[src/rtl/i2cs_map.svh]
`ifndef I2CS_MAP_SVH
`define I2CS_MAP_SVH

// Register offsets
`define I2CS_OFF_CTRL 4'h0
`define I2CS_OFF_STATUS 4'h1
`define I2CS_OFF_OWN_ADDR 4'h2
`define I2CS_OFF_TX_DATA 4'h3
`define I2CS_OFF_RX_DATA 4'h4
`define I2CS_OFF_IRQ_STAT 4'h5
`define I2CS_OFF_IRQ_MASK 4'h6

// Control fields
`define I2CS_CTRL_TX 0
`define I2CS_CTRL_ACK 1

// Status fields
`define I2CS_STAT_BUSY 0
`define I2CS_STAT_RW 1
`define I2CS_STAT_ACK_RECEIVED_FLAG 2
`define I2CS_STAT_HIT 3

// Interrupt event fields
`define I2CS_IRQ_W 5
`define I2CS_IRQ_START 0
`define I2CS_IRQ_STOP 1
`define I2CS_IRQ_ADDR 2
`define I2CS_IRQ_RXB 3
`define I2CS_IRQ_TXB 4

// Reset values
`define I2CS_RST_ACK_RECEIVED_FLAG 1'b1
`define I2CS_RST_OWN_ADDR 7'h50

// Bit clocks per byte: eight data bits, then the ack clock
`define I2CS_ACK_BIT 4'h8
`define I2CS_LAST_BIT 4'h7
// A START parks the count here; the SCL fall that closes the START wraps it to zero
`define I2CS_START_CNT 4'hf
`endif

[src/rtl/i2cs_pkg.sv]
package i2cs_pkg;

    typedef enum logic [4:0] {
        I2CS_ST_IDLE = 5'b00001,
        I2CS_ST_ADDR = 5'b00010,
        I2CS_ST_RX = 5'b00100,
        I2CS_ST_TX = 5'b01000,
        I2CS_ST_WAIT = 5'b10000
    } i2cs_state_e;

    typedef struct packed {
        logic scl_meta;
        logic scl_sync;
        logic scl_prev;
        logic sda_meta;
        logic sda_sync;
        logic sda_prev;
        i2cs_state_e st;
        logic [3:0] cnt;
        logic [7:0] shift;
        logic [7:0] txsh;
        logic hit;
        logic busy;
        logic rw;
        logic ack_received_flag;
        logic ctrl_tx;
        logic ack_ctl;
        logic [6:0] own_addr;
        logic [7:0] tx_data;
        logic [7:0] rx_data;
        logic [4:0] irq_stat;
        logic [4:0] irq_mask;
        logic sda_oe_n;
        logic sda_o;
        logic irq;
        logic [7:0] rdata;
    } i2cs_state_s;

endpackage

[src/rtl/i2cs_ctrl.sv]
// Implementation choices: the strobed register port and the address map.
`timescale 1ns/1ns
`include "i2cs_map.svh"

module i2cs_ctrl
    import i2cs_pkg::*;
(
    // Clock and reset
    input wire logic clk_i,
    input wire logic rst_i,
    // Register port
    input wire logic [3:0] addr_i,
    input wire logic [7:0] wdata_i,
    input wire logic we_i,
    input wire logic re_i,
    output logic [7:0] rdata_o,
    // Interrupt
    output logic irq_o,
    // I2C pins
    input wire logic scl_i,
    input wire logic sda_i,
    output logic sda_o,
    output logic sda_oe_n_o
);

    i2cs_state_s q_reg;
    i2cs_state_s q_next;

    logic scl_rise;
    logic scl_fall;
    logic start_det;
    logic stop_det;

    // Edges look only at the second and third stages, never the first
    assign scl_rise = q_reg.scl_sync & ~q_reg.scl_prev;
    assign scl_fall = ~q_reg.scl_sync & q_reg.scl_prev;
    assign start_det = q_reg.scl_sync & q_reg.scl_prev & ~q_reg.sda_sync & q_reg.sda_prev;
    assign stop_det = q_reg.scl_sync & q_reg.scl_prev & q_reg.sda_sync & ~q_reg.sda_prev;

    function automatic logic [4:0] sticky_update(input logic [4:0] cur, input logic [4:0] clr,
                                                 input logic [4:0] set);
        // Set wins over a clear in the same cycle so no event is lost
        sticky_update = (cur & ~clr) | set;
    endfunction

    always_comb begin
        logic [4:0] ev;
        logic [4:0] clr;
        ev = '0;
        clr = '0;
        q_next = q_reg;

        q_next.scl_meta = scl_i;
        q_next.scl_sync = q_reg.scl_meta;
        q_next.scl_prev = q_reg.scl_sync;
        q_next.sda_meta = sda_i;
        q_next.sda_sync = q_reg.sda_meta;
        q_next.sda_prev = q_reg.sda_sync;

        // Data bits are taken on the rising edge
        if (scl_rise) begin
            if ((q_reg.st == I2CS_ST_ADDR || q_reg.st == I2CS_ST_RX) &&
                q_reg.cnt < `I2CS_ACK_BIT) begin
                q_next.shift = {q_reg.shift[6:0], q_reg.sda_sync};
            end
            if (q_reg.st == I2CS_ST_TX && q_reg.cnt == `I2CS_ACK_BIT) begin
                q_next.ack_received_flag = q_reg.sda_sync;
            end
        end

        // Drive changes happen on the falling edge, while SCL is low
        if (scl_fall) begin
            case (q_reg.st)
                I2CS_ST_ADDR: begin
                    if (q_reg.cnt == `I2CS_LAST_BIT) begin
                        q_next.rw = q_reg.shift[0];
                        q_next.hit = (q_reg.shift[7:1] == q_reg.own_addr);
                        q_next.sda_oe_n = ~(q_reg.shift[7:1] == q_reg.own_addr);
                        q_next.cnt = `I2CS_ACK_BIT;
                    end else if (q_reg.cnt == `I2CS_ACK_BIT) begin
                        q_next.cnt = 4'h0;
                        if (!q_reg.hit) begin
                            q_next.st = I2CS_ST_WAIT;
                            q_next.sda_oe_n = 1'b1;
                        end else if (q_reg.ctrl_tx) begin
                            q_next.st = I2CS_ST_TX;
                            q_next.txsh = q_reg.tx_data;
                            q_next.sda_oe_n = q_reg.tx_data[7];
                        end else begin
                            q_next.st = I2CS_ST_RX;
                            q_next.sda_oe_n = 1'b1;
                        end
                        ev[`I2CS_IRQ_ADDR] = q_reg.hit;
                    end else begin
                        q_next.cnt = q_reg.cnt + 4'h1;
                    end
                end
                I2CS_ST_RX: begin
                    if (q_reg.cnt == `I2CS_LAST_BIT) begin
                        q_next.rx_data = q_reg.shift;
                        // A one here withholds the ack; firmware clears it to keep going
                        q_next.sda_oe_n = q_reg.ack_ctl;
                        q_next.cnt = `I2CS_ACK_BIT;
                        ev[`I2CS_IRQ_RXB] = 1'b1;
                    end else if (q_reg.cnt == `I2CS_ACK_BIT) begin
                        q_next.sda_oe_n = 1'b1;
                        q_next.cnt = 4'h0;
                    end else begin
                        q_next.cnt = q_reg.cnt + 4'h1;
                    end
                end
                I2CS_ST_TX: begin
                    if (q_reg.cnt == `I2CS_LAST_BIT) begin
                        q_next.sda_oe_n = 1'b1;
                        q_next.cnt = `I2CS_ACK_BIT;
                    end else if (q_reg.cnt == `I2CS_ACK_BIT) begin
                        q_next.cnt = 4'h0;
                        ev[`I2CS_IRQ_TXB] = 1'b1;
                        if (!q_reg.ack_received_flag) begin
                            // Byte acked: reload from the transmit holding register
                            q_next.txsh = q_reg.tx_data;
                            q_next.sda_oe_n = q_reg.tx_data[7];
                        end else begin
                            q_next.st = I2CS_ST_WAIT;
                            q_next.sda_oe_n = 1'b1;
                        end
                    end else begin
                        q_next.txsh = {q_reg.txsh[6:0], 1'b0};
                        q_next.sda_oe_n = q_reg.txsh[6];
                        q_next.cnt = q_reg.cnt + 4'h1;
                    end
                end
                default: begin
                end
            endcase
        end

        // Bus conditions override bit handling; a repeated START restarts addressing
        if (start_det) begin
            q_next.busy = 1'b1;
            q_next.st = I2CS_ST_ADDR;
            // Without parking, the fall after START would count as an address bit
            q_next.cnt = `I2CS_START_CNT;
            q_next.hit = 1'b0;
            q_next.sda_oe_n = 1'b1;
            ev[`I2CS_IRQ_START] = 1'b1;
        end else if (stop_det) begin
            // Only a STOP brings a released transmitter back to idle
            q_next.busy = 1'b0;
            q_next.st = I2CS_ST_IDLE;
            q_next.cnt = 4'h0;
            q_next.hit = 1'b0;
            q_next.sda_oe_n = 1'b1;
            ev[`I2CS_IRQ_STOP] = 1'b1;
        end

        // Register writes
        if (we_i) begin
            if (addr_i == `I2CS_OFF_CTRL) begin
                q_next.ctrl_tx = wdata_i[`I2CS_CTRL_TX];
                q_next.ack_ctl = wdata_i[`I2CS_CTRL_ACK];
            end else if (addr_i == `I2CS_OFF_OWN_ADDR) begin
                q_next.own_addr = wdata_i[6:0];
            end else if (addr_i == `I2CS_OFF_TX_DATA) begin
                q_next.tx_data = wdata_i;
            end else if (addr_i == `I2CS_OFF_IRQ_STAT) begin
                clr = wdata_i[4:0];
            end else if (addr_i == `I2CS_OFF_IRQ_MASK) begin
                q_next.irq_mask = wdata_i[4:0];
            end
        end
        q_next.irq_stat = sticky_update(q_reg.irq_stat, clr, ev);
        q_next.irq = |(q_next.irq_stat & q_next.irq_mask);

        // Read data stands for one cycle only
        q_next.rdata = 8'h00;
        if (re_i) begin
            if (addr_i == `I2CS_OFF_CTRL) begin
                q_next.rdata[`I2CS_CTRL_TX] = q_reg.ctrl_tx;
                q_next.rdata[`I2CS_CTRL_ACK] = q_reg.ack_ctl;
            end else if (addr_i == `I2CS_OFF_STATUS) begin
                q_next.rdata[`I2CS_STAT_BUSY] = q_reg.busy;
                q_next.rdata[`I2CS_STAT_RW] = q_reg.rw;
                q_next.rdata[`I2CS_STAT_ACK_RECEIVED_FLAG] = q_reg.ack_received_flag;
                q_next.rdata[`I2CS_STAT_HIT] = q_reg.hit;
            end else if (addr_i == `I2CS_OFF_OWN_ADDR) begin
                q_next.rdata = {1'b0, q_reg.own_addr};
            end else if (addr_i == `I2CS_OFF_TX_DATA) begin
                q_next.rdata = q_reg.tx_data;
            end else if (addr_i == `I2CS_OFF_RX_DATA) begin
                q_next.rdata = q_reg.rx_data;
            end else if (addr_i == `I2CS_OFF_IRQ_STAT) begin
                q_next.rdata = {3'h0, q_reg.irq_stat};
            end else if (addr_i == `I2CS_OFF_IRQ_MASK) begin
                q_next.rdata = {3'h0, q_reg.irq_mask};
            end
        end
    end

    always_ff @(posedge clk_i) begin
        if (rst_i) begin
            q_reg <= '0;
            q_reg.scl_meta <= 1'b1;
            q_reg.scl_sync <= 1'b1;
            q_reg.scl_prev <= 1'b1;
            q_reg.sda_meta <= 1'b1;
            q_reg.sda_sync <= 1'b1;
            q_reg.sda_prev <= 1'b1;
            q_reg.st <= I2CS_ST_IDLE;
            q_reg.ack_received_flag <= `I2CS_RST_ACK_RECEIVED_FLAG;
            q_reg.own_addr <= `I2CS_RST_OWN_ADDR;
            q_reg.sda_oe_n <= 1'b1;
        end else begin
            q_reg <= q_next;
        end
    end

    assign rdata_o = q_reg.rdata;
    assign irq_o = q_reg.irq;
    assign sda_o = q_reg.sda_o;
    assign sda_oe_n_o = q_reg.sda_oe_n;
endmodule

[config.mk]
export PLATFORM = sky130hd
export DESIGN_NAME = i2cs_ctrl
export DESIGN_NICKNAME = d
export VERILOG_FILES = /design/src/rtl/i2cs_pkg.sv /design/src/rtl/i2cs_ctrl.sv
export VERILOG_INCLUDE_DIRS = /design/src /design/src/rtl
export SDC_FILE = /design/constraint.sdc
export NUM_CORES = 1
export LEC_CHECK = 0
export ABC_AREA = 1
export ABC_CLOCK_PERIOD_IN_PS = 3300
export BUFFER_PORTS_ARGS = -buffer_cell sky130_fd_sc_hd__buf_2
export CAP_MARGIN = 40
export CORE_MARGIN = 4
export CORE_UTILIZATION = 55
export DETAILED_ROUTE_END_ITERATION = 16
export MAX_ROUTING_LAYER = met4
export PLACE_DENSITY = 0.8
export SYNTH_ARGS = -nofsm -noshare
export SYNTH_HDL_FRONTEND = slang
export SYNTH_SLANG_ARGS = --single-unit
[constraint.sdc]
create_clock -name clk_i -period 3.3 [get_ports clk_i]
set_input_delay 0.495 -clock clk_i [delete_from_list [all_inputs] [get_ports clk_i]]
set_output_delay 0.495 -clock clk_i [all_outputs]
set_load 0.005 [all_outputs]
==> results of run 1 <==
-- power by group through the flow --
stage               Combinational [W]  Sequential [W]  Clock, W
floorplan                   0.0000856        0.000997         0
global placement             0.000117         0.00100         0
detailed placement           0.000121         0.00100         0
CTS                          0.000122        0.000980  0.000746
global route                 0.000139        0.000982  0.000788
finish                       0.000123        0.000980  0.000731
-- layout make-up --
cell class / count / area [µm²] / area share
tap: 80 / 100.1 / 0.02435
clock buffer: 9 / 123.9 / 0.03013
clock inverter: 7 / 77.57 / 0.01887
multi-input combinational: 373 / 1808 / 0.4397
sequential: 79 / 1582 / 0.3847
inverter: 74 / 277.8 / 0.06756
timing repair buffer: 28 / 142.6 / 0.03469
-- metrics by stage --
step	utilization	cell area, µm²	setup WS, ns	std cells	hold WS, ns
floorplan	-	3807	1.867	549	0.3895
global placement	0.5787	3910	1.210	634	0.3941
detailed placement	0.5787	3910	1.161	634	0.3983
CTS	0.6085	4111	1.508	650	0.3093
global route	0.6085	4111	1.317	650	0.3248
finish	0.6085	4111	1.458	650	0.3190
-- cells by family (layout without fill, tap and decap cells) --
group,after synthesis,in the layout,share of synthesized area
compound gates,103,103,0.1469
simple gates,264,264,0.3135
other cells,1,1,0.0009849
flops,79,79,0.4154
buf+inv,97,118,0.1098
fa+ha+maj,2,2,0.006571
xor+xnor,3,3,0.006902
-- path summary, 6_finish.rpt --
path,startpoint,end,slack [ns],depth (start not counted)
min,sda_i,q_next[76]$_SDFF_PP1_,0.32,2
max reg2reg,q_reg[66]$_SDFFE_PP0P_,q_reg[52]$_SDFFE_PP0P_,1.46,9
min reg2reg,q_next[79]$_SDFF_PP1_,q_next[78]$_SDFF_PP1_,0.42,1
max,q_reg[66]$_SDFFE_PP0P_,q_reg[52]$_SDFFE_PP0P_,1.46,9
-- per-layer routing --
metal,share of wire,up-vias
li1,-,1788
met1,0.45,1568
met2,0.45,152
met3,0.070,26
met4,0.025,0
met5,0,-
-- cells in the final DEF, fill, tap and decap left out, types with 2 or more instances in the layout --
| cell type | synthesis | routed |
|---|---|---|
| clkbuf_8 | 0 | 9 |
| xnor2_1 | 3 | 3 |
| a21oi_1 | 46 | 46 |
| nor3_2 | 2 | 2 |
| nand3_1 | 26 | 26 |
| nand2_2 | 5 | 5 |
| nor2_1 | 57 | 57 |
| nor2_2 | 4 | 4 |
| nor3_1 | 2 | 2 |
| o21ai_0 | 30 | 30 |
| nand3_2 | 5 | 5 |
| nor2_4 | 4 | 4 |
| or2_2 | 5 | 5 |
| nand2_1 | 139 | 139 |
| nand4_1 | 9 | 9 |
| ha_1 | 2 | 2 |
| inv_1 | 68 | 68 |
| inv_2 | 5 | 5 |
| dfxtp_1 | 79 | 79 |
| o21ai_1 | 12 | 12 |
| buf_2 | 7 | 27 |
| o221ai_1 | 3 | 3 |
| nand3b_1 | 3 | 3 |
| a211oi_1 | 7 | 7 |
| inv_6 | 0 | 3 |
-- critical path: cells and delay by family, from the launching register on --
kind	cells	cell delay (ns)
compound gates	1	0.11
fa+ha+maj	1	0.24
buf+inv	1	0.09
flops	1	0.41
simple gates	6	0.93
==> impl_results.md, run 1 <==
* CTS tree: done
* Worst stage delay on the critical path at 0.45 ns
* Share of layout cells above drive strength 1 at 0.1368
* Final wirelength at 8.930 mm
* GPL Wtd Cong at 0.9342
* # rows at 30
* Leakage Power at 1.870 nW
* H-tree depth at 3
* Logic pwr share at 0.067
* Via count at 3534
* CORE AREA at 0.006756 mm²
* Post-synth top cells: nand2_1, dfxtp_1, inv_1
* FILL cells at 615
* Syn Nets at 569
* Top_reg_cell synth: dfxtp_1
* Seq/Total Area, Yosys at 0.4154
* Max_cap viols at 0
* Critical path class: reg2reg
* Die Wd at 91.20 µm
* Setup TNS at 0 ns
* Least-Margin Pin Slew at 0.6452 ns
* Total Routing Usage GR at 0.2281
* Met1 Usage GRT at 0.2932
* Int Pwr at 0.001363 W
* Clock slew seen by the registers of the worst setup and hold paths at 0.09 ns
* # setup viols final at 0
* TritonCTS Buffers at 9
* Clk_lat worst skew at 0.36 ns
* Worst setup SP type: flop
* Synth Instances at 549
* Synth Warn # at 0
* Switch Pwr at 0.0004713 W
* Drc violations at 0
* Die ar. at 0.008317 mm²
* Cells along the critical path: inv_1 -> ha_1 -> nand2_1 -> nor2_2 -> nor2_2 -> nand2_1 -> o21ai_0 -> nor2_1 -> nor2_1
* Met3 Usage GRT at 0.04888
* Crit path required time at 3.60 ns
* Nets at 585
* Met2 Usage GRT at 0.3483
* VDD IR max at 0.2895 mV
* Slowest CP cell: nor2_2
* Final Cycle Share at 0.5582
* GR Overflow Total at 0
* Peak Freq at 542.8 MHz
* Post-CTS setup repair buffer count at 0
* Cts hold-fix bufs at 0
* Port Buf Inserts at 27
* Minimum clock period at 1.842 ns
* Unique masters post-synth at 36
* Clock skew at 0.01171 ns
* CTS Root Cell: clkbuf_8
* Largest net degree at the start of global routing at 33
* RSZ-0062 raised after global routing: no
* Avg Synthesized Cell Area at 6.935 µm²
* Sink Count at 79
* Clock share of power at 0.399
* Sequential share of power at 0.534
* Synth area leaders: dfxtp_1, nand2_1, inv_1
* Status: completed
* DIE HEIGHT at 91.20 µm
* Number of synthesized flops with an enable pin at 0
* Number of flip-flops in the largest register at 65
* Power Dens Cells at 446.3 mW/mm²
* 1st-pass router iterations at 6
* First-pass GRT wire length at 14.99 mm
* Area leader, netlist: dfxtp_1
* Switching part of the total at 0.2569
* CTS max path bufs at 2
* Post-DR wirelength/cell at 13.74 µm
* Most frequent cell after synthesis: nand2_1
* Critical path peak fanout at 13
* Drt initial violations at 263
* Worst relative slew slack at 0.5698
* IO Pins at 29
* Vias in the first global route at 3244
* Asr flop ratio synth at 0
* Area growth, synth to finish at 7.985%
* Starting density of the core at 0.5635
* Initial antenna violation count at 0
* Yosys reg bits at 79
* Total inserted antenna cells at 0
* Pins over their slew limit at 0
* Post-route ant nets at 0
* Post-DP HPWL at 6.681 mm
* Arr. time, crit path at 2.15 ns
* Design Power at 0.001835 W
* Hold WC Path Type: in2reg
* Mapped cell area at 0.003807 mm²
* Gr busiest metal: met2
* Share of the synthesized area in the top cell type at 0.4154
* Worst setup EP type: flop
* DR vias/cell at 5.437
* Post-cts resize count at 0
* Final hold vios at 0
(Power assumes the default switching activity.)
==> run 2: changes to the inputs <==
--- a/config.mk
+++ b/config.mk
@@ -6,15 +6,15 @@
 export SDC_FILE = /design/constraint.sdc
 export NUM_CORES = 1
 export LEC_CHECK = 0
-export ABC_AREA = 1
-export ABC_CLOCK_PERIOD_IN_PS = 3300
+export ABC_AREA = 0
+export ABC_CLOCK_PERIOD_IN_PS = 1600
 export BUFFER_PORTS_ARGS = -buffer_cell sky130_fd_sc_hd__buf_2
 export CAP_MARGIN = 40
 export CORE_MARGIN = 4
-export CORE_UTILIZATION = 55
+export CORE_UTILIZATION = 54
 export DETAILED_ROUTE_END_ITERATION = 16
 export MAX_ROUTING_LAYER = met4
-export PLACE_DENSITY = 0.8
+export PLACE_DENSITY = 0.82
 export SYNTH_ARGS = -nofsm -noshare
 export SYNTH_HDL_FRONTEND = slang
 export SYNTH_SLANG_ARGS = --single-unit
==> constraint.sdc (replaced) <==
create_clock -name clk_i -period 1.6 [get_ports clk_i]
set_input_delay 0.24 -clock clk_i [delete_from_list [all_inputs] [get_ports clk_i]]
set_output_delay 0.24 -clock clk_i [all_outputs]
set_load 0.005 [all_outputs]
==> run 2 against run 1 <==
  * Sequential share of layout area fell by 4.6 points
  * Critical path type unchanged
  * Critical endpoint is now q_reg[53]$_SDFFE_PP0P_
  * Highest routed layer unchanged
  * Fmax grew 0.90%
  * The run now ends with negative setup slack left
  * First-iteration DRC count up 8.0%
==> impl_results.md, run 2 <==
* GPL Wtd Cong at 0.9313 (-0.31%)
* Logic pwr share at 0.087 (+0.020)
* Multi-input logic area at 0.002102 mm² (+16%)
* Mux cell area share after synthesis at 0.1426 (+0.1426)
* Adder-cell area share of the yosys netlist at 0.006773 (+0.0002003)
* Switching part of the total at 0.2638 (+0.006914)
* Drc violations at 0 (unchanged)
* Post-route ant nets at 0 (unchanged)
* TritonCTS Buffers at 9 (unchanged)
* R2R Setup Slk at -0.23 ns (-1.68 ns)
* Vias in the first global route at 3157 (-2.7%)
* Nets at 498 (-15%)
* CORE AREA at 0.006495 mm² (-3.9%)
* Pins over their slew limit at 0 (unchanged)
* Total inserted antenna cells at 0 (unchanged)
* Asr flop ratio synth at 0 (unchanged)
* Synth Warn # at 0 (unchanged)
* Setup TNS at -2.162 ns (-2.162 ns)
* Avg Synthesized Cell Area at 9.260 µm² (+34%)
* Syn Nets at 419 (-26%)
* Area leader, netlist: dfxtp_1
* Seq/Total Area, Yosys at 0.4280 (+0.01266)
* # setup viols final at 22 (+22)
* Die ar. at 0.008229 mm² (-1.1%)
* First-pass GRT wire length at 15.81 mm (+5.4%)
* Critical Path End: q_reg[53]$_SDFFE_PP0P_
* Share of the synthesized area in the top cell type at 0.4280 (+0.01266)
* Commonest non-fill, non-tap cells in the layout: dfxtp_1, buf_4, nor2_1, mux2i_1, buf_2
* Sequential share of power at 0.549 (+0.015)
* Hold WC Path Type: in2reg
* Crit path required time at 1.85 ns (-1.75 ns)
* DP Worst Slack at -0.2850 ns (-1.446 ns)
* Post-synthesis compound-gate area fraction at 0.1226 (-0.02431)
* Via count at 3388 (-4.1%)
* Final hold vios at 0 (unchanged)
* Status: finished, violations left
* Arr. time, crit path at 2.08 ns (-0.07 ns)
* 1st-pass router iterations at 5 (-1)
* WHS at 0.04975 ns (-0.2692 ns)
* Sink Count at 79 (unchanged)
* Most common cell after layout, fill and taps aside: dfxtp_1
* FILL cells at 453 (-26%)
* Worst setup SP type: flop
* VDD IR max at 0.5750 mV (+99%)
* Synth area leaders: dfxtp_1, mux2i_1, nor2_1
* Initial antenna violation count at 0 (unchanged)
* Max_cap viols at 0 (unchanged)
* Top_reg_cell synth: dfxtp_1
* Power Dens Cells at 779.5 mW/mm² (+75%)
* Mapped cell area at 0.003695 mm² (-3.0%)
* DR vias/cell at 6.050 (+11%)
* Final Cycle Share at 1.141 (+0.5829)
* Failing checks: negative setup slack
* R2r endpoint: q_reg[53]$_SDFFE_PP0P_
* Peak Freq at 547.7 MHz (+0.90%)
* Cts hold-fix bufs at 0 (unchanged)
* Clock share of power at 0.364 (-0.035)
* Clock slew seen by the registers of the worst setup and hold paths at 0.08 ns (about the same)
* Share of layout cells above drive strength 1 at 0.3478 (+0.2110)
* CTS tree: done
* Port Buf Inserts at 27 (unchanged)
* Reg area at 0.001593 mm² (+0.71%)
* Number of flip-flops in the largest register at 65 (unchanged)
* CTS max path bufs at 2 (unchanged)
* CTS Root Cell: clkbuf_8
* Number of buffers and inverters on the critical path at 2 (+1)
* Post-synthesis xor/xnor area fraction at 0.01896 (+0.01206)
* Post-DP HPWL at 6.865 mm (+2.8%)
* DIE HEIGHT at 90.72 µm (-0.53%)
* Leakage Power at 1.986 nW (+6.2%)
* Die Wd at 90.72 µm (-0.53%)
* Total Routing Usage GR at 0.2476 (+0.01952)
* Minimum clock period at 1.826 ns (-0.01637 ns)
* RSZ-0062 raised after global routing: yes
* # rows at 29 (-3.3%)
* Largest net degree at the start of global routing at 27 (-18%)
* Post-DR wirelength/cell at 17.98 µm (+31%)
* Largest family of logic cells by synthesized area: simple AND/OR/NAND/NOR gates
* R2r worst-path depth at 8 (-1)
* Post-synth top cells: dfxtp_1, nor2_1, mux2i_1
* Int Pwr at 0.002701 W (+98%)
* Unique masters post-synth at 62 (+72%)
* Yosys reg bits at 79 (unchanged)
* Clock skew at 0.005358 ns (-0.006351 ns)
* Starting density of the core at 0.5689 (+0.005351)
* Most frequent cell after synthesis: dfxtp_1
* Area growth, synth to finish at 27.40%
* Crit path launch: q_reg[66]$_SDFFE_PP0P_
* RR Startpoint: q_reg[66]$_SDFFE_PP0P_
* Final wirelength at 10.07 mm (+13%)
* CP Depth at 8 (-1)
* Final setup margin at -0.2258 ns (-1.684 ns)
* GR Overflow Total at 0 (unchanged)
* Switch Pwr at 0.0009679 W (+110%)
* Synth Instances at 399 (-27%)
* H-tree depth at 3 (unchanged)
* Critical path class: reg2reg
* Drt initial violations at 284 (+8.0%)
* Synth Area in Simple Gates at 0.2276 (-0.08594)
* Number of synthesized flops with an enable pin at 0 (unchanged)
* Clk_lat worst skew at 0.36 ns (about the same)
* Slowest CP cell: dfxtp_4
* Critical path peak fanout at 5 (-8)
* Worst setup EP type: flop
* IO Pins at 29 (unchanged)
* Cells along the critical path: inv_4 -> ha_4 -> nand3b_1 -> o2111ai_2 -> o2111a_4 -> buf_12 -> nor2_1 -> a311oi_1
* Worst stage delay on the critical path at 0.37 ns (-0.08 ns)
* Critical path's top delay family: compound AO/OA/AOI/OAI gates
==> run 2: what timing repair did <==
item / 4_1_cts / 5_1_grt
endpoints found under the setup margin: 20 / 26
pin swaps: 16 / 19
setup buffers: 8 / 8
hold endpoints to repair: 0 / 0
resized for setup: 17 / 29
==> run 2: cells by family after synthesis <==
| family | count (synthesis) |
|---|---|
| XOR/XNOR | 8 |
| adder cells (fa/ha/maj) | 2 |
| other | 1 |
| flip-flops | 79 |
| AO/OA/AOI/OAI | 62 |
| multiplexers | 50 |
| buffers and inverters | 35 |
| AND/OR/NAND/NOR | 162 |
==> run 2: worst reg2reg max path: stages (launching register included) <==
cell,delay (ns)
dfxtp_4,0.37
inv_4,0.07
ha_4,0.13
nand3b_1,0.17
o2111ai_2,0.26
o2111a_4,0.30
buf_12,0.11
nor2_1,0.04
a311oi_1,0.27
==> run 2: worst min-delay path by stage <==
stage	from	to	slack, ns	cells after the start
6_report	scl_i	q_next[79]$_SDFF_PP1_	0.05	2
5_1_grt	sda_i	q_next[76]$_SDFF_PP1_	0.04	2
4_1_cts	scl_i	q_next[79]$_SDFF_PP1_	0.05	2
3_5_place_dp	q_next[79]$_SDFF_PP1_	q_next[78]$_SDFF_PP1_	0.39	1
3_3_place_gp	q_next[79]$_SDFF_PP1_	q_next[78]$_SDFF_PP1_	0.39	1
2_1_floorplan	sda_i	q_next[76]$_SDFF_PP1_	0.34	1
==> run 2: power by group through the flow <==
stage,clock (W),sequential (W),combinational [W]
floorplan,0,0.00205,0.000166
global placement,0,0.00206,0.000272
detailed placement,0,0.00206,0.000278
CTS,0.00135,0.00201,0.000294
global route,0.00145,0.00202,0.000338
finish,0.00134,0.00201,0.000319
==> run 2: stage by stage <==
step           cell area, µm²  power [W]  std cells  utilization
2_1_floorplan            3729   0.002219        399            -
3_3_place_gp             4208   0.002328        529       0.6479
3_5_place_dp             4208   0.002335        529       0.6479
4_1_cts                  4521   0.003659        553       0.6960
5_1_grt                  4707   0.003804        560       0.7247
6_report                 4707   0.003669        560       0.7247
==> run 2: area by class of cell <==
cell class,count,share of cell area
multi-input combinational,285,0.4466
sequential,79,0.3384
timing repair buffer,98,0.1531
clock buffer,10,0.02711
tap,77,0.02047
clock inverter,6,0.009835
inverter,5,0.004519
==> run 2: routing by layer <==
metal	global-route usage	up-vias	wire, µm
met4	0.07526	0	223
li1	-	1567	-
met1	0.3031	1639	4222
met2	0.4015	150	4822
met3	0.06333	32	797
met5	-	-	0
==> run 3: changes to the inputs <==
--- a/config.mk
+++ b/config.mk
@@ -6,7 +6,7 @@
 export SDC_FILE = /design/constraint.sdc
 export NUM_CORES = 1
 export LEC_CHECK = 0
-export ABC_AREA = 0
+export ABC_AREA = 1
 export ABC_CLOCK_PERIOD_IN_PS = 1600
 export BUFFER_PORTS_ARGS = -buffer_cell sky130_fd_sc_hd__buf_2
 export CAP_MARGIN = 40
==> run 3 against run 2 <==
  * The run now ends clean
  * Fmax rose by 18%
  * Wire length is 4.5% lower
  * Sequential share of layout area is 2.8 points higher
  * Setup slack gained 0.28 ns
  * Clock skew up 0.0019 ns
  * Hold slack improved by 0.0047 ns
  * Non-clock buffer count fell by 53
  * Critical path type unchanged
  * Critical endpoint is now q_reg[70]$_SDFFE_PP1P_
  * Largest cell class unchanged
==> impl_results.md, run 3 (same netlist as run 1, synthesis figures left out) <==
* # rows at 30 (+3.4%)
* Final hold vios at 0 (unchanged)
* CTS tree: done
* Peak Freq at 647.6 MHz (+18%)
* Clock slew seen by the registers of the worst setup and hold paths at 0.09 ns (about the same)
* Port Buf Inserts at 27 (unchanged)
* Placed Area at 0.004070 mm² (-3.3%)
* Final Cycle Share at 0.9651 (-0.1760)
* VDD IR max at 0.5686 mV (-1.1%)
* Clk_lat worst skew at 0.36 ns (about the same)
* Drt initial violations at 272 (-4.2%)
* Post-route ant nets at 0 (unchanged)
* GPL Wtd Cong at 0.9177 (-1.5%)
* H-tree depth at 3 (unchanged)
* Total inserted antenna cells at 0 (unchanged)
* Hold WC Path Type: in2reg
* Commonest non-fill, non-tap cells in the layout: nand2_1, dfxtp_1, inv_1, nor2_1, a21oi_1
* GR Overflow Total at 0 (unchanged)
* Power Dens Cells at 844.8 mW/mm² (+8.4%)
* Final Non-Filler Cells at 684 (+22%)
* Critical path peak fanout at 4 (-1)
* Minimum clock period at 1.544 ns (-0.2816 ns)
* Die ar. at 0.008458 mm² (+2.8%)
* Core Util, Final at 0.6357 (-0.08900)
* Post-CTS setup repair buffer count at 0 (-8)
* Total Routing Usage GR at 0.2379 (-0.009705)
* Status: completed
* Placed Cells at 667 (+26%)
* Via count at 3627 (+7.1%)
* Clock skew at 0.007258 ns (+0.001899 ns)
* RSZ-0062 raised after global routing: yes
* Arr. time, crit path at 1.81 ns (-0.27 ns)
* Worst setup SP type: flop
* DIE HEIGHT at 91.97 µm (+1.4%)
* Cells along the critical path: nor2_4 -> nand4_2 -> a21oi_4 -> buf_4 -> nand2_1 -> a31o_2
* Most common cell after layout, fill and taps aside: nand2_1
* CORE AREA at 0.006832 mm² (+5.2%)
* Pins over their slew limit at 0 (unchanged)
* TritonCTS Buffers at 9 (unchanged)
* Area growth, synth to finish at 14.07%
* Die Wd at 91.97 µm (+1.4%)
* Largest net degree at the start of global routing at 32 (+19%)
* First-pass GRT wire length at 15.50 mm (-2.0%)
* WHS at 0.05449 ns (+0.004740 ns)
* Initial antenna violation count at 0 (unchanged)
* Drc violations at 0 (unchanged)
* Share of layout cells above drive strength 1 at 0.1973 (-0.1505)
* Cts hold-fix bufs at 0 (unchanged)
* DR vias/cell at 5.303 (-12%)
* Slowest CP cell: dfxtp_1
* CTS Root Cell: clkbuf_8
* Crit path required time at 1.86 ns (about the same)
* DP Worst Slack at -0.04312 ns (+0.2419 ns)
* Reg area at 0.001590 mm² (-0.16%)
* Multi-input logic area at 0.001899 mm² (-9.6%)
* Critical path class: reg2reg
* Leakage Power at 1.960 nW (-1.3%)
* Post-DR wirelength/cell at 14.06 µm (-22%)
* Final setup margin at 0.05586 ns (+0.2816 ns)
* Vias in the first global route at 3364 (+6.6%)
* IO Pins at 29 (unchanged)
* CTS max path bufs at 2 (unchanged)
* Final std cell area, no fill at 0.004343 mm² (-7.7%)
* Worst stage delay on the critical path at 0.36 ns (about the same)
* Final wirelength at 9.614 mm (-4.5%)
* FILL cells at 628 (+39%)
* Max_cap viols at 0 (unchanged)
* Nets at 603 (+21%)
* 1st-pass router iterations at 5 (unchanged)
* Post-DP HPWL at 6.966 mm (+1.5%)
* Number of flip-flops in the largest register at 65 (unchanged)
* Worst setup EP type: flop
* Sink Count at 79 (unchanged)
* # setup viols final at 0 (-100%)
* Starting density of the core at 0.5573 (-0.01154)
-- run 3: cell types whose count changed in the layout (fill, tap and decap cells not counted), sizes merged, moves of 9 or more --
| cell | before | now |
|---|---|---|
| inv | 6 | 75 |
| o21ai | 8 | 42 |
| a21oi | 18 | 47 |
| mux2i | 47 | 0 |
| buf | 98 | 45 |
| nand3 | 24 | 33 |
| nand2 | 26 | 144 |
-- run 3: stage by stage --
step           total power (W)  setup TNS (ns)
6_report              0.003669               0
5_1_grt               0.003814        -0.04714
4_1_cts               0.003664               0
3_5_place_dp          0.002327         -0.1437
3_3_place_gp          0.002320               0
2_1_floorplan         0.002234               0
-- run 3: path summary, 6_finish.rpt --
path / slack (ns) / to / from / cells after the start
worst max-delay path: 0.06 / q_reg[70]$_SDFFE_PP1P_ / q_reg[72]$_SDFFE_PP0P_ / 6
worst min-delay path: 0.05 / q_next[79]$_SDFF_PP1_ / scl_i / 2
worst max register to register: 0.06 / q_reg[70]$_SDFFE_PP1P_ / q_reg[72]$_SDFFE_PP0P_ / 6
worst min register to register: 0.42 / q_next[75]$_SDFF_PP1_ / q_next[76]$_SDFF_PP1_ / 1
-- run 3: critical path: cells and delay by family (launching register included) --
kind | cells | cell delay, ns
buffers and inverters | 1 | 0.15
AOI/OAI and AO/OA | 2 | 0.47
DFF | 1 | 0.36
and+or+nand+nor | 3 | 0.45
-- run 3: layout make-up --
| class | count | area share |
|---|---|---|
| Multi-Input combinational cell | 374 | 0.4373 |
| Sequential cell | 79 | 0.3662 |
| Inverter | 74 | 0.06396 |
| Timing Repair Buffer | 45 | 0.06511 |
| Tap cell | 96 | 0.02766 |
| Clock inverter | 6 | 0.01037 |
| Clock buffer | 10 | 0.02939 |
-- run 3: layer usage --
| metal | wire length (µm) | part of all wire | vias to the layer above | GRT usage |
|---|---|---|---|---|
| li1 | - | - | 1824 | - |
| met1 | 4245 | 0.44 | 1606 | 0.3002 |
| met2 | 4346 | 0.45 | 165 | 0.3759 |
| met3 | 735 | 0.076 | 32 | 0.04758 |
| met4 | 286 | 0.030 | 0 | 0.09406 |
| met5 | 0 | 0 | - | - |
-- run 3: timing repair --
item	CTS	global route
gates resized for setup	1	28
gates cloned	0	1
setup endpoints to repair	7	24
pin swaps	0	6
-- run 3: report_power, final --
group | internal, W | switching, W | total (W)
logic | 0.0000945 | 0.000183 | 0.000277
clock network | 0.000575 | 0.000795 | 0.00137
registers | 0.00200 | 0.0000265 | 0.00202
total | 0.00266 | 0.00100 | 0.00367
